**src/pkg/cwu_regs.svh**
```systemverilog
// Register offsets, field positions and reset values of the complementary wave unit.
`ifndef CWU_REGS_SVH
`define CWU_REGS_SVH

// ==========================================================================
// Register byte offsets on the AHB-Lite register port.
`define CWU_OFS_CTRL0 8'h00
`define CWU_OFS_CTRL1 8'h04
`define CWU_OFS_DBR 8'h08
`define CWU_OFS_DBF 8'h0c
`define CWU_OFS_OVR 8'h10
`define CWU_OFS_STAT 8'h14

// ==========================================================================
// Field positions of wave_control_zero.
`define CWU_C0_EN 7
`define CWU_C0_OEB 6
`define CWU_C0_OEA 5
`define CWU_C0_POLB 4
`define CWU_C0_POLA 3
`define CWU_C0_CS 0

// Field positions of the override register.
`define CWU_OVR_EN 0
`define CWU_OVR_LA 1
`define CWU_OVR_LB 2

// Field positions of the status register.
`define CWU_ST_A 0
`define CWU_ST_B 1
`define CWU_ST_IN 2
`define CWU_ST_RBUSY 3
`define CWU_ST_FBUSY 4

// ==========================================================================
// Widths and reset values.
`define CWU_DB_W 6
`define CWU_IS_W 3
`define CWU_CTRL0_RST 8'h00
`define CWU_CTRL1_RST 3'h0
`define CWU_DB_RST 6'h00
`define CWU_OVR_RST 3'h0
`define CWU_ADDR_W 8

`endif

```
**src/pkg/cwu_pkg.sv**
```systemverilog
// Types shared by the complementary wave unit design files.
`default_nettype none

package cwu_pkg;

   // Dead-band counter state.
   typedef enum logic {CWU_DB_IDLE, CWU_DB_COUNT} cwu_db_state_t;

   // Input source selection codes.
   typedef enum logic [2:0] {
      CWU_SRC_CMP = 3'h0,
      CWU_SRC_PWM1 = 3'h1,
      CWU_SRC_PWM2 = 3'h2,
      CWU_SRC_PWM3 = 3'h3,
      CWU_SRC_PWM4 = 3'h4,
      CWU_SRC_NCO = 3'h5,
      CWU_SRC_LC = 3'h6,
      CWU_SRC_NONE = 3'h7
   } cwu_src_t;

endpackage

`default_nettype wire

```
**src/core/cwu_deadband.sv**
```systemverilog
// One dead-band interval counter, started by an input edge.
`include "cwu_regs.svh"
`default_nettype none

module cwu_deadband
(
   input wire logic hclk,
   input wire logic hresetn,
   input wire logic start,
   input wire logic abort,
   input wire logic tick,
   input wire logic [`CWU_DB_W-1:0] limit,
   output logic fire,
   output logic busy
);

   // ==========================================================================
   // State.
   cwu_pkg::cwu_db_state_t state; // Idle or counting.
   cwu_pkg::cwu_db_state_t next_state; // Next value of state.
   logic [`CWU_DB_W-1:0] count; // Generator periods elapsed.
   logic [`CWU_DB_W-1:0] next_count; // Next value of count.
   logic [`CWU_DB_W-1:0] limit_held; // Limit latched at the edge.
   logic [`CWU_DB_W-1:0] next_limit_held; // Next value of limit_held.
   logic [`CWU_DB_W-1:0] count_inc; // Count after this tick.

   assign count_inc = count + `CWU_DB_W'(1);
   assign busy = (state == cwu_pkg::CWU_DB_COUNT);

   // Count generator periods from zero up to the limit; the limit is
   // latched at the edge so a rewrite mid-interval cannot shorten it.
   always_comb
   begin
      next_state = state;
      next_count = count;
      next_limit_held = limit_held;
      fire = 1'b0;
      if (abort)
      begin
         // The input went back before the count ended: no turn-on.
         next_state = cwu_pkg::CWU_DB_IDLE;
         next_count = '0;
      end
      else if (start)
      begin
         // Counting always restarts from the input edge itself.
         next_count = '0;
         next_limit_held = limit;
         if (limit == '0)
         begin
            // A zero setting turns the output on with no delay.
            fire = 1'b1;
            next_state = cwu_pkg::CWU_DB_IDLE;
         end
         else
         begin
            next_state = cwu_pkg::CWU_DB_COUNT;
         end
      end
      else if (busy && tick)
      begin
         next_count = count_inc;
         if (count_inc == limit_held)
         begin
            // Interval done: the waiting output may turn on.
            fire = 1'b1;
            next_state = cwu_pkg::CWU_DB_IDLE;
         end
      end
   end

   // Register the counter state.
   always_ff @(posedge hclk or negedge hresetn)
   begin
      if (!hresetn)
      begin
         state <= cwu_pkg::CWU_DB_IDLE;
         count <= '0;
         limit_held <= `CWU_DB_RST;
      end
      else
      begin
         state <= next_state;
         count <= next_count;
         limit_held <= next_limit_held;
      end
   end

endmodule

`default_nettype wire

```
**src/core/cwu_top.sv**
```systemverilog
// Complementary wave unit: AHB-Lite registers, input select and drive logic.
`include "cwu_regs.svh"
`default_nettype none

// Function
// Generator timed by system or oscillator clock.
// Select one picks oscillator, zero system.
// Three-bit field selects the single input.
// Enabling starts with both drives cleared.
// Pin enable gives the pin to module.
// Disabled unit has no influence on pins.
// Polarity bit set means active-high output.
// Polarity never applies to override levels.
// Two 6-bit counters, rising and falling edge.
// Count generator periods up to register value.
// Rising edge: B off, delay, then A on.
// Falling edge: A off, delay, then B on.
// Each edge has its own dead-band setting.
// Zero setting inserts no delay.
// Counting starts from the input edge.
// Too-short input pulse leaves output off.
// Dead-band error bounded to one period.
// Input synchronised before edge detection.
module cwu_top
(
   input wire logic hclk,
   input wire logic hresetn,
   input wire logic hsel,
   input wire logic [31:0] haddr,
   input wire logic [1:0] htrans,
   input wire logic hwrite,
   input wire logic [2:0] hsize,
   input wire logic [31:0] hwdata,
   input wire logic hready,
   output logic hreadyout,
   output logic hresp,
   output logic [31:0] hrdata,
   input wire logic internal_fast_oscillator,
   input wire logic comparator_out_synced,
   input wire logic pwm_one_output,
   input wire logic pwm_two_output,
   input wire logic pwm_three_output,
   input wire logic pwm_four_output,
   input wire logic numeric_osc_output,
   input wire logic logic_cell_output,
   output logic drive_out_a,
   output logic drive_out_a_oe,
   output logic drive_out_b,
   output logic drive_out_b_oe
);

   // ==========================================================================
   // Bus slave state.
   logic wr_pend; // A write data phase is under way.
   logic next_wr_pend; // Next value of wr_pend.
   logic [`CWU_ADDR_W-1:0] wr_addr; // Offset of the pending write.
   logic [`CWU_ADDR_W-1:0] next_wr_addr; // Next value of wr_addr.
   logic [31:0] next_hrdata; // Read data for the coming data phase.
   logic [7:0] ctrl0; // wave_control_zero.
   logic [7:0] next_ctrl0; // Next value of ctrl0.
   logic [`CWU_IS_W-1:0] input_select; // wave_control_one.
   logic [`CWU_IS_W-1:0] next_input_select; // Next value of input_select.
   logic [`CWU_DB_W-1:0] rise_deadband_count; // Rising-edge dead band.
   logic [`CWU_DB_W-1:0] next_rise_deadband_count; // Next rising setting.
   logic [`CWU_DB_W-1:0] fall_deadband_count; // Falling-edge dead band.
   logic [`CWU_DB_W-1:0] next_fall_deadband_count; // Next falling setting.
   logic [2:0] ovr; // Override enable and levels.
   logic [2:0] next_ovr; // Next value of ovr.
   logic addr_ok; // An address phase is accepted this cycle.
   logic [`CWU_ADDR_W-1:0] a_ofs; // Offset presented in the address phase.

   // ==========================================================================
   // Datapath state.
   logic in_meta; // First synchroniser stage.
   logic in_sync; // Second synchroniser stage.
   logic in_prev; // Synchronised input one cycle ago.
   logic osc_prev; // Oscillator level one cycle ago.
   logic en_prev; // Unit enable one cycle ago.
   logic drv_a; // Active-high internal drive A.
   logic drv_b; // Active-high internal drive B.
   logic next_drv_a; // Next value of drv_a.
   logic next_drv_b; // Next value of drv_b.
   logic next_pin_a; // Next pin level A.
   logic next_pin_b; // Next pin level B.
   logic next_oe_a; // Next pin enable A.
   logic next_oe_b; // Next pin enable B.
   logic sel_in; // Selected source before synchronising.
   logic in_rise; // Rising edge of the synchronised input.
   logic in_fall; // Falling edge of the synchronised input.
   logic gen_tick; // One generator clock period has passed.
   logic unit_enable; // Module enable bit.
   logic rise_fire; // Rising dead band ended this cycle.
   logic fall_fire; // Falling dead band ended this cycle.
   logic rise_busy; // Rising dead band is counting.
   logic fall_busy; // Falling dead band is counting.

   assign unit_enable = ctrl0[`CWU_C0_EN];
   assign a_ofs = haddr[`CWU_ADDR_W-1:0];
   assign addr_ok = hsel && hready && htrans[1];
   // Every transfer completes with no wait state and an OKAY answer.
   assign hreadyout = 1'b1;
   assign hresp = 1'b0;

   // ==========================================================================
   // Register bus.
   // The address phase is captured here; reads are answered from a flop
   // loaded at the address edge, writes land at the end of the data phase.
   always_comb
   begin
      next_wr_pend = addr_ok && hwrite;
      next_wr_addr = addr_ok ? a_ofs : wr_addr;
      next_hrdata = hrdata;
      next_ctrl0 = ctrl0;
      next_input_select = input_select;
      next_rise_deadband_count = rise_deadband_count;
      next_fall_deadband_count = fall_deadband_count;
      next_ovr = ovr;
      if (addr_ok && !hwrite)
      begin
         // Unmapped offsets and unused bits read as zero.
         next_hrdata = '0;
         unique case (a_ofs)
            `CWU_OFS_CTRL0: next_hrdata[7:0] = ctrl0;
            `CWU_OFS_CTRL1: next_hrdata[`CWU_IS_W-1:0] = input_select;
            `CWU_OFS_DBR: next_hrdata[`CWU_DB_W-1:0] = rise_deadband_count;
            `CWU_OFS_DBF: next_hrdata[`CWU_DB_W-1:0] = fall_deadband_count;
            `CWU_OFS_OVR: next_hrdata[2:0] = ovr;
            `CWU_OFS_STAT:
            begin
               next_hrdata[`CWU_ST_A] = drv_a;
               next_hrdata[`CWU_ST_B] = drv_b;
               next_hrdata[`CWU_ST_IN] = in_sync;
               next_hrdata[`CWU_ST_RBUSY] = rise_busy;
               next_hrdata[`CWU_ST_FBUSY] = fall_busy;
            end
            default: next_hrdata = '0;
         endcase
      end
      if (wr_pend)
      begin
         // Writes to unmapped or read-only offsets are dropped.
         unique case (wr_addr)
            // Bits 2 and 1 of control zero are unimplemented.
            `CWU_OFS_CTRL0: next_ctrl0 = hwdata[7:0] & 8'hf9;
            `CWU_OFS_CTRL1: next_input_select = hwdata[`CWU_IS_W-1:0];
            `CWU_OFS_DBR: next_rise_deadband_count = hwdata[`CWU_DB_W-1:0];
            `CWU_OFS_DBF: next_fall_deadband_count = hwdata[`CWU_DB_W-1:0];
            `CWU_OFS_OVR: next_ovr = hwdata[2:0];
            default: next_ovr = ovr;
         endcase
      end
   end

   // Register the bus-side state.
   always_ff @(posedge hclk or negedge hresetn)
   begin
      if (!hresetn)
      begin
         wr_pend <= 1'b0;
         wr_addr <= '0;
         hrdata <= '0;
         ctrl0 <= `CWU_CTRL0_RST;
         input_select <= `CWU_CTRL1_RST;
         rise_deadband_count <= `CWU_DB_RST;
         fall_deadband_count <= `CWU_DB_RST;
         ovr <= `CWU_OVR_RST;
      end
      else
      begin
         wr_pend <= next_wr_pend;
         wr_addr <= next_wr_addr;
         hrdata <= next_hrdata;
         ctrl0 <= next_ctrl0;
         input_select <= next_input_select;
         rise_deadband_count <= next_rise_deadband_count;
         fall_deadband_count <= next_fall_deadband_count;
         ovr <= next_ovr;
      end
   end

   // ==========================================================================
   // Input selection, synchroniser and edge detection.
   // Code seven has no source and holds the input low.
   always_comb
   begin
      unique case (cwu_pkg::cwu_src_t'(input_select))
         cwu_pkg::CWU_SRC_CMP: sel_in = comparator_out_synced;
         cwu_pkg::CWU_SRC_PWM1: sel_in = pwm_one_output;
         cwu_pkg::CWU_SRC_PWM2: sel_in = pwm_two_output;
         cwu_pkg::CWU_SRC_PWM3: sel_in = pwm_three_output;
         cwu_pkg::CWU_SRC_PWM4: sel_in = pwm_four_output;
         cwu_pkg::CWU_SRC_NCO: sel_in = numeric_osc_output;
         cwu_pkg::CWU_SRC_LC: sel_in = logic_cell_output;
         cwu_pkg::CWU_SRC_NONE: sel_in = 1'b0;
      endcase
   end

   // Edges are taken after the second stage only, so each input edge
   // starts exactly one count even if the source is asynchronous.
   assign in_rise = in_sync && !in_prev;
   assign in_fall = !in_sync && in_prev;

   // With the oscillator selected a period is one oscillator rising edge,
   // otherwise every system clock. Sampling the oscillator costs at most
   // one generator period of dead-band error, never more.
   assign gen_tick = ctrl0[`CWU_C0_CS] ? (internal_fast_oscillator && !osc_prev) : 1'b1;

   // ==========================================================================
   // Dead-band counters, one per input edge.
   cwu_deadband u_rise_db
   (
      .hclk(hclk),
      .hresetn(hresetn),
      .start(in_rise && unit_enable),
      .abort(in_fall || !unit_enable),
      .tick(gen_tick),
      .limit(rise_deadband_count),
      .fire(rise_fire),
      .busy(rise_busy)
   );

   cwu_deadband u_fall_db
   (
      .hclk(hclk),
      .hresetn(hresetn),
      .start(in_fall && unit_enable),
      .abort(in_rise || !unit_enable),
      .tick(gen_tick),
      .limit(fall_deadband_count),
      .fire(fall_fire),
      .busy(fall_busy)
   );

   // ==========================================================================
   // Drive and pin logic.
   // Off-going outputs drop at the edge; on-going ones wait for their
   // counter. The pin levels are registered so the gate drivers never see
   // a combinational glitch.
   always_comb
   begin
      next_drv_a = drv_a;
      next_drv_b = drv_b;
      if (!unit_enable || (unit_enable && !en_prev))
      begin
         // Drives start cleared at enable and stay cleared while off.
         next_drv_a = 1'b0;
         next_drv_b = 1'b0;
      end
      else
      begin
         if (in_rise)
         begin
            next_drv_b = 1'b0;
         end
         if (in_fall)
         begin
            next_drv_a = 1'b0;
         end
         if (rise_fire)
         begin
            next_drv_a = 1'b1;
         end
         if (fall_fire)
         begin
            next_drv_b = 1'b1;
         end
      end
      // Polarity set gives an active-high pin; overrides bypass it.
      if (ovr[`CWU_OVR_EN])
      begin
         next_pin_a = ovr[`CWU_OVR_LA];
         next_pin_b = ovr[`CWU_OVR_LB];
      end
      else
      begin
         next_pin_a = ctrl0[`CWU_C0_POLA] ? next_drv_a : !next_drv_a;
         next_pin_b = ctrl0[`CWU_C0_POLB] ? next_drv_b : !next_drv_b;
      end
      // A pin is driven only with both its enable and the unit enable.
      next_oe_a = unit_enable && ctrl0[`CWU_C0_OEA];
      next_oe_b = unit_enable && ctrl0[`CWU_C0_OEB];
      if (!next_oe_a)
      begin
         next_pin_a = 1'b0;
      end
      if (!next_oe_b)
      begin
         next_pin_b = 1'b0;
      end
   end

   // Register the synchroniser, edge history, drives and pins.
   always_ff @(posedge hclk or negedge hresetn)
   begin
      if (!hresetn)
      begin
         in_meta <= 1'b0;
         in_sync <= 1'b0;
         in_prev <= 1'b0;
         osc_prev <= 1'b0;
         en_prev <= 1'b0;
         drv_a <= 1'b0;
         drv_b <= 1'b0;
         drive_out_a <= 1'b0;
         drive_out_b <= 1'b0;
         drive_out_a_oe <= 1'b0;
         drive_out_b_oe <= 1'b0;
      end
      else
      begin
         in_meta <= sel_in;
         in_sync <= in_meta;
         in_prev <= in_sync;
         osc_prev <= internal_fast_oscillator;
         en_prev <= unit_enable;
         drv_a <= next_drv_a;
         drv_b <= next_drv_b;
         drive_out_a <= next_pin_a;
         drive_out_b <= next_pin_b;
         drive_out_a_oe <= next_oe_a;
         drive_out_b_oe <= next_oe_b;
      end
   end

endmodule

`default_nettype wire

```
**config.mk**
```make
export PLATFORM = sky130hd
export DESIGN_NAME = cwu_top
export DESIGN_NICKNAME = d
export VERILOG_FILES = /design/src/pkg/cwu_pkg.sv /design/src/core/cwu_deadband.sv /design/src/core/cwu_top.sv
export VERILOG_INCLUDE_DIRS = /design/src /design/src/pkg
export SDC_FILE = /design/constraint.sdc
export NUM_CORES = 1
export LEC_CHECK = 0
export ABC_AREA = 0
export BUFFER_PORTS_ARGS = -buffer_cell sky130_fd_sc_hd__buf_2
export CAP_MARGIN = 40
export CORE_MARGIN = 3
export CORE_UTILIZATION = 40
export CTS_CLUSTER_DIAMETER = 200
export DETAILED_ROUTE_END_ITERATION = 10
export MAX_ROUTING_LAYER = met4
export PLACE_DENSITY_LB_ADDON = 0.05
export SKIP_LAST_GASP = 1
export SLEW_MARGIN = 40
export SYNTH_ARGS = -nofsm -noshare
export SYNTH_HDL_FRONTEND = slang
export SYNTH_SLANG_ARGS = --single-unit
```
**constraint.sdc**
```tcl
create_clock -name hclk -period 4.2 [get_ports hclk]
set_input_delay 0.42 -clock hclk [delete_from_list [all_inputs] [get_ports hclk]]
set_output_delay 0.42 -clock hclk [all_outputs]
set_load 0.005 [all_outputs]
```
### Word level (Yosys, flattened, before mapping)

Cells that the tools add are included.

* register bits after elaboration: 78
* bits of input ports: 82
* output and inout bits: 38
* word-level logic and storage cells: 134

* add/subtract/negate cells: 2
* eq/ne operators: 18
* mux-type cells: 44
* bitwise operators: 2
* reduce and logical (&&, ||, !) cells: 43

Operators by type and width (count)
* 6-bit two-way mux: 6
* 1-bit two-way mux: 33
* 8-bit by 4-bit == test with 1-bit output (second input constant): 4
* 8-bit by 5-bit == test with 1-bit output (second input constant): 3
* 3-bit case mux with 6 select lines: 1
* 2-bit AND reduction: 9
* 8-bit by 3-bit == test with 1-bit output (second input constant): 2
* 8-bit logical NOT: 2
* 1-bit logical AND: 14
* 6-bit by 1-bit adder with 6-bit output (second input constant): 2
* 3-bit == test (second input constant): 4
* 6-bit == test: 2
* 6-bit logical NOT: 2
* 3-bit nonzero test: 4
* 1-bit logical NOT: 8
* 1-bit case mux with 8 select lines: 1
* 2-bit case mux with 4 select lines: 1
* 3-bit by 2-bit == test with 1-bit output (second input constant): 2
* 3-bit by 1-bit == test with 1-bit output (second input constant): 1
* 3-bit logical NOT: 1
* 1-bit logical OR: 3
* 1-bit case mux with 3 select lines: 1
* 2-bit two-way mux: 1
* 1-bit inverter: 2

### Logic depth before layout (Yosys ltp)

* depth after elaboration: 13
* depth in mapped cells: 7
* depth with buffers taken out: 7

### Hierarchy

A second synthesis with hierarchy kept.

* cell total of the unflattened synthesis: 358
* area total of the unflattened synthesis: 3973.8 sq um

Modules (own cells, without submodules)
* cwu_top: times used 1, cells each 220, area each 2529.9 sq um
* cwu_deadband: times used 2, cells each 69, area each 721.9 sq um

### Worst setup path after synthesis

OpenSTA, ideal clock, no wires.

* path kind: register -> register
* start: register u_rise_db.count[0]
* end: register drive_out_a
* setup time: 69 ps
* arrival: 1887 ps
* required time: 4131 ps
* path slack: 2244 ps
* stages on the path, launching flop included: 8
* path buffers: 0
* period minus slack after synthesis: 1956 ps
* cells stage by stage: dfrtp_1 > ha_1 > xor2_1 > nor2_1 > o2111a_2 > o311ai_2 > or4_1 > nand3_1

* longest elaborated chain between the ends: 12

Ends and longest elaborated chain
* from (decl): RTL line cwu_deadband.sv:21 `` logic [`CWU_DB_W-1:0] count; ``
* from (signal assigned): RTL line cwu_deadband.sv:84 `count <= next_count;`
* 6-bit by 1-bit adder with 6-bit output *: RTL line cwu_deadband.sv:27 `` assign count_inc = count + `CWU_DB_W'(1); ``
* 6-bit == test *: RTL line cwu_deadband.sv:63 `if (count_inc == limit_held)`
* 1-bit two-way mux *: RTL line cwu_deadband.sv:63
* 1-bit two-way mux *: RTL line cwu_deadband.sv:60 `else if (busy && tick)`
* 1-bit two-way mux *: RTL line cwu_deadband.sv:44 `else if (start)`
* 1-bit two-way mux *: RTL line cwu_deadband.sv:38 `if (abort)`
* 1-bit two-way mux *: RTL line cwu_top.sv:259 `if (rise_fire)`
* 1-bit two-way mux *: RTL line cwu_top.sv:243 `if (!unit_enable || (unit_enable && !en_prev))`
* 1-bit logical NOT: RTL line cwu_top.sv:276 `` next_pin_a = ctrl0[`CWU_C0_POLA] ? next_drv_a : !next_drv_a; ``
* 1-bit two-way mux *: RTL line cwu_top.sv:276
* 1-bit two-way mux *: RTL line cwu_top.sv:269 `` if (ovr[`CWU_OVR_EN]) ``
* 1-bit two-way mux *: RTL line cwu_top.sv:282 `if (!next_oe_a)`
* named net next_pin_a: RTL line cwu_top.sv:83 `logic next_pin_a;`
* to (signal assigned): RTL line cwu_top.sv:318 `drive_out_a <= next_pin_a;`
* to (decl): RTL line cwu_top.sv:46 `output logic drive_out_a,`

Mark *: on every way through the listed nets, which the timed path passes. The rest lies on a longest branch.
A chain may end at the register's enable or synchronous reset.

### Worst setup path in the final report

* start: register u_fall_db.count[0]
* end: register drive_out_b

* longest elaborated chain between the ends: 12

Ends and longest elaborated chain
* from (decl): RTL line cwu_deadband.sv:21
* from (signal assigned): RTL line cwu_deadband.sv:84
* 6-bit by 1-bit adder with 6-bit output *: RTL line cwu_deadband.sv:27
* 6-bit == test *: RTL line cwu_deadband.sv:63
* 1-bit two-way mux *: RTL line cwu_deadband.sv:63
* 1-bit two-way mux *: RTL line cwu_deadband.sv:60
* 1-bit two-way mux *: RTL line cwu_deadband.sv:44
* 1-bit two-way mux *: RTL line cwu_deadband.sv:38
* 1-bit two-way mux *: RTL line cwu_top.sv:263 `if (fall_fire)`
* 1-bit two-way mux *: RTL line cwu_top.sv:243
* 1-bit logical NOT: RTL line cwu_top.sv:277 `` next_pin_b = ctrl0[`CWU_C0_POLB] ? next_drv_b : !next_drv_b; ``
* 1-bit two-way mux *: RTL line cwu_top.sv:277
* 1-bit two-way mux *: RTL line cwu_top.sv:269
* 1-bit two-way mux *: RTL line cwu_top.sv:286 `if (!next_oe_b)`
* named net next_pin_b: RTL line cwu_top.sv:84 `logic next_pin_b;`
* to (signal assigned): RTL line cwu_top.sv:319 `drive_out_b <= next_pin_b;`
* to (decl): RTL line cwu_top.sv:48 `output logic drive_out_b,`

Marks and branches as above.

==> out/results.ini <==
[critical_path]
worst_setup_path_start_kind = flop
worst-setup-path-type = reg2reg
reg2reg_depth = 7
critPathRequiredTime_ns = 4.42
crit_arrival_ns = 2.47
cp_max_fo = 7
end_kind = flop
r2r-start = u_fall_db.count[0]$_DFFE_PN0P_
reg2reg_slack_ns = 1.95
reg2reg_to = drive_out_b$_DFF_PN0_

[finish]
area_delta_synth_final_pct = 10.1
fin_nets = 490
diodes = 0
drive_above_1_share_pct = 26.8
most-common-layout-cells = dfrtp_1 (78), mux2_2 (43), buf_2 (40)
final_common_cell = dfrtp_1
final_core_util_pct = 46.5

[clock_tree]
cts_tree = built
worstSkewPairLatency_ns = 0.35
clk_pin_slew_worst_paths_ns = 0.09
numCtsBuffers = 9
cts_resized = 0
clock_sinks = 78
clock_path_buffers = 2
htree_num_levels = 3
post_cts_buffers = 0
root_buffer = clkbuf_8
cts_hold_buffers = 0

[logic_synthesis]
synthFlopType = dfrtp_1
ys_types = 54
syn_area_per_cell_sq_um = 11.0
synth_area_leaders = dfrtp_1 (49%), mux2_2 (12%), buf_4 (4.9%)
synth.ff_latch_count = 78
synth_top_area_share_pct = 48.6
seq_area_frac_synth_pct = 48.6
synth_edf_count = 0
netlist_area_sq_um = 4010
synth_async_sr_flop_share_pct = 100
netlist_instances = 366
synth_warnings = 0
synth.largest_area_cell = dfrtp_1

[route]
vias = 2773
wirelength_mm = 8.83
drt_pre_antenna_iters = 4
avgViaCountPerCell = 5.14
avgRoutedWirePerCell_microns = 16.4
drtIter0Drc = 120
ant_nets = 0
drc = 0

[power]
p_leak_nw = 1.99
ir_drop_mv = 0.177
pwr_density_cell_nw_per_um2 = 392

[die]
die_h_microns = 106
die_area_sq_um = 11300
die_w_microns = 106
boundaryPins = 120
initial_core_util_pct = 42.2
num_rows = 35
coreArea_sq_um = 9500

[sta]
worst_slew_pin_slew_ns = 0.741
report.final.slew_viol_count = 0
hold_viol_final = 0
setup-tns-final_ns = 0
setup_viol = 0
max_freq_ghz = 0.445
period_needed_ns = 2.25
finClkSkew_ns = 0.0139
grt_setup_unrepaired = no
period_share_pct = 53.5
slew_headroom_pct = 50.6

[placed_design]
gp_congestion = 0.826
port_buffers = 41
hpwl_mm = 6.32

[global_routing]
antenna_found_initial = 0
grt_pass1_vias = 2739
overflow = 0
grt_start_max_net_pins = 79
grt_usage_pct = 16.6
grt_pass1_wl_mm = 14.3

[job]
maxCapViolCount = 0

[hold_path]
hold_path_class = in2async

[status]
outcome = finished, final reports clean

-- power by group --
| part | total [mW] | switching (mW) | internal [mW] |
|---|---|---|---|
| clock | 0.528 | 0.307 | 0.221 |
| sequential | 0.918 | 0.0807 | 0.837 |
| combinational | 0.283 | 0.134 | 0.150 |
-- synthesized netlist by cell type, types with 3 or more instances --
master	count
nor3b_1	4
nand2_1	27
a21oi_1	12
nor2b_1	5
and2_1	5
dfrtp_1	78
mux2_2	43
nand3b_1	3
buf_2	3
nor2_1	32
buf_4	26
xor2_1	12
a31oi_1	5
o21ai_0	9
clkbuf_1	7
a22o_1	4
mux2i_1	7
nor3_1	8
xnor2_1	12
nand3_1	9
inv_1	7
nand2b_1	3
-- critical path, cell delays in order (launching register included) --
cell	delay, ns
dfrtp_1	0.49
ha_1	0.33
xor2_1	0.16
o211ai_1	0.12
a2111oi_0	0.52
a311o_1	0.25
nand4bb_1	0.14
nand3_1	0.11
-- layer usage --
metal	global-route usage, %	up-vias	part of all wire [%]
li1	-	1333	-
met1	23.5	1364	49
met2	24.6	69	46
met3	3.10	7	4.1
met4	4.63	0	0.65
met5	-	-	0
-- worst max-delay path by stage --
stage	startpoint	endpoint	slack, ns	cells after the start
finish	u_fall_db.count[0]$_DFFE_PN0P_	drive_out_b$_DFF_PN0_	1.95	7
global route	u_fall_db.count[0]$_DFFE_PN0P_	drive_out_b$_DFF_PN0_	1.81	7
CTS	u_fall_db.count[0]$_DFFE_PN0P_	drive_out_b$_DFF_PN0_	1.97	7
detailed placement	u_fall_db.count[0]$_DFFE_PN0P_	drive_out_b$_DFF_PN0_	2.02	7
global placement	u_fall_db.count[0]$_DFFE_PN0P_	drive_out_b$_DFF_PN0_	1.97	7
floorplan	u_rise_db.count[0]$_DFFE_PN0P_	drive_out_a$_DFF_PN0_	2.24	7
-- per-stage QoR --
| stage | cells | power [mW] | cell area (sq um) | hold slack (ns) | setup WS [ns] |
|---|---|---|---|---|---|
| floorplan | 390 | 1.14 | 4100 | 0.124 | 2.24 |
| global placement | 524 | 1.21 | 4240 | 0.335 | 1.97 |
| detailed placement | 524 | 1.22 | 4240 | 0.343 | 2.02 |
| CTS | 540 | 1.75 | 4420 | 0.123 | 1.97 |
| global route | 540 | 1.83 | 4420 | 0.144 | 1.81 |
| finish | 540 | 1.73 | 4420 | 0.0555 | 1.95 |
-- layout make-up --
type	instances	area [sq um]
repair buffers	41	211
inverters	7	26.3
clock buffers	9	124
well taps	129	161
multi-input cells	269	1890
fillers	939	5080
clock inverters	7	55.1
flip-flops and latches	78	1950
-- sequential cells by signal, indices dropped and copies added, names as in the netlist, 3 cells and up --
signal / flops
u_rise_db.limit_held: 6
ctrl0: 6
u_rise_db.count: 6
input_select: 3
hrdata: 8
fall_deadband_count: 6
ovr: 3
u_fall_db.limit_held: 6
rise_deadband_count: 6
wr_addr: 8
u_fall_db.count: 6
-- cell families after synthesis --
kind of cell             after synthesis  share of synthesized area [%]
buffers and inverters                 43                           6.55
flip-flops                            78                           48.6
AO/OA/AOI/OAI                         52                           9.51
AND/OR/NAND/NOR                      113                           14.3
XOR/XNOR                              24                           5.24
other                                  2                          0.187
multiplexers                          52                           14.9
adder cells (fa/ha/maj)                2                          0.624
(Power assumes the default switching activity.)
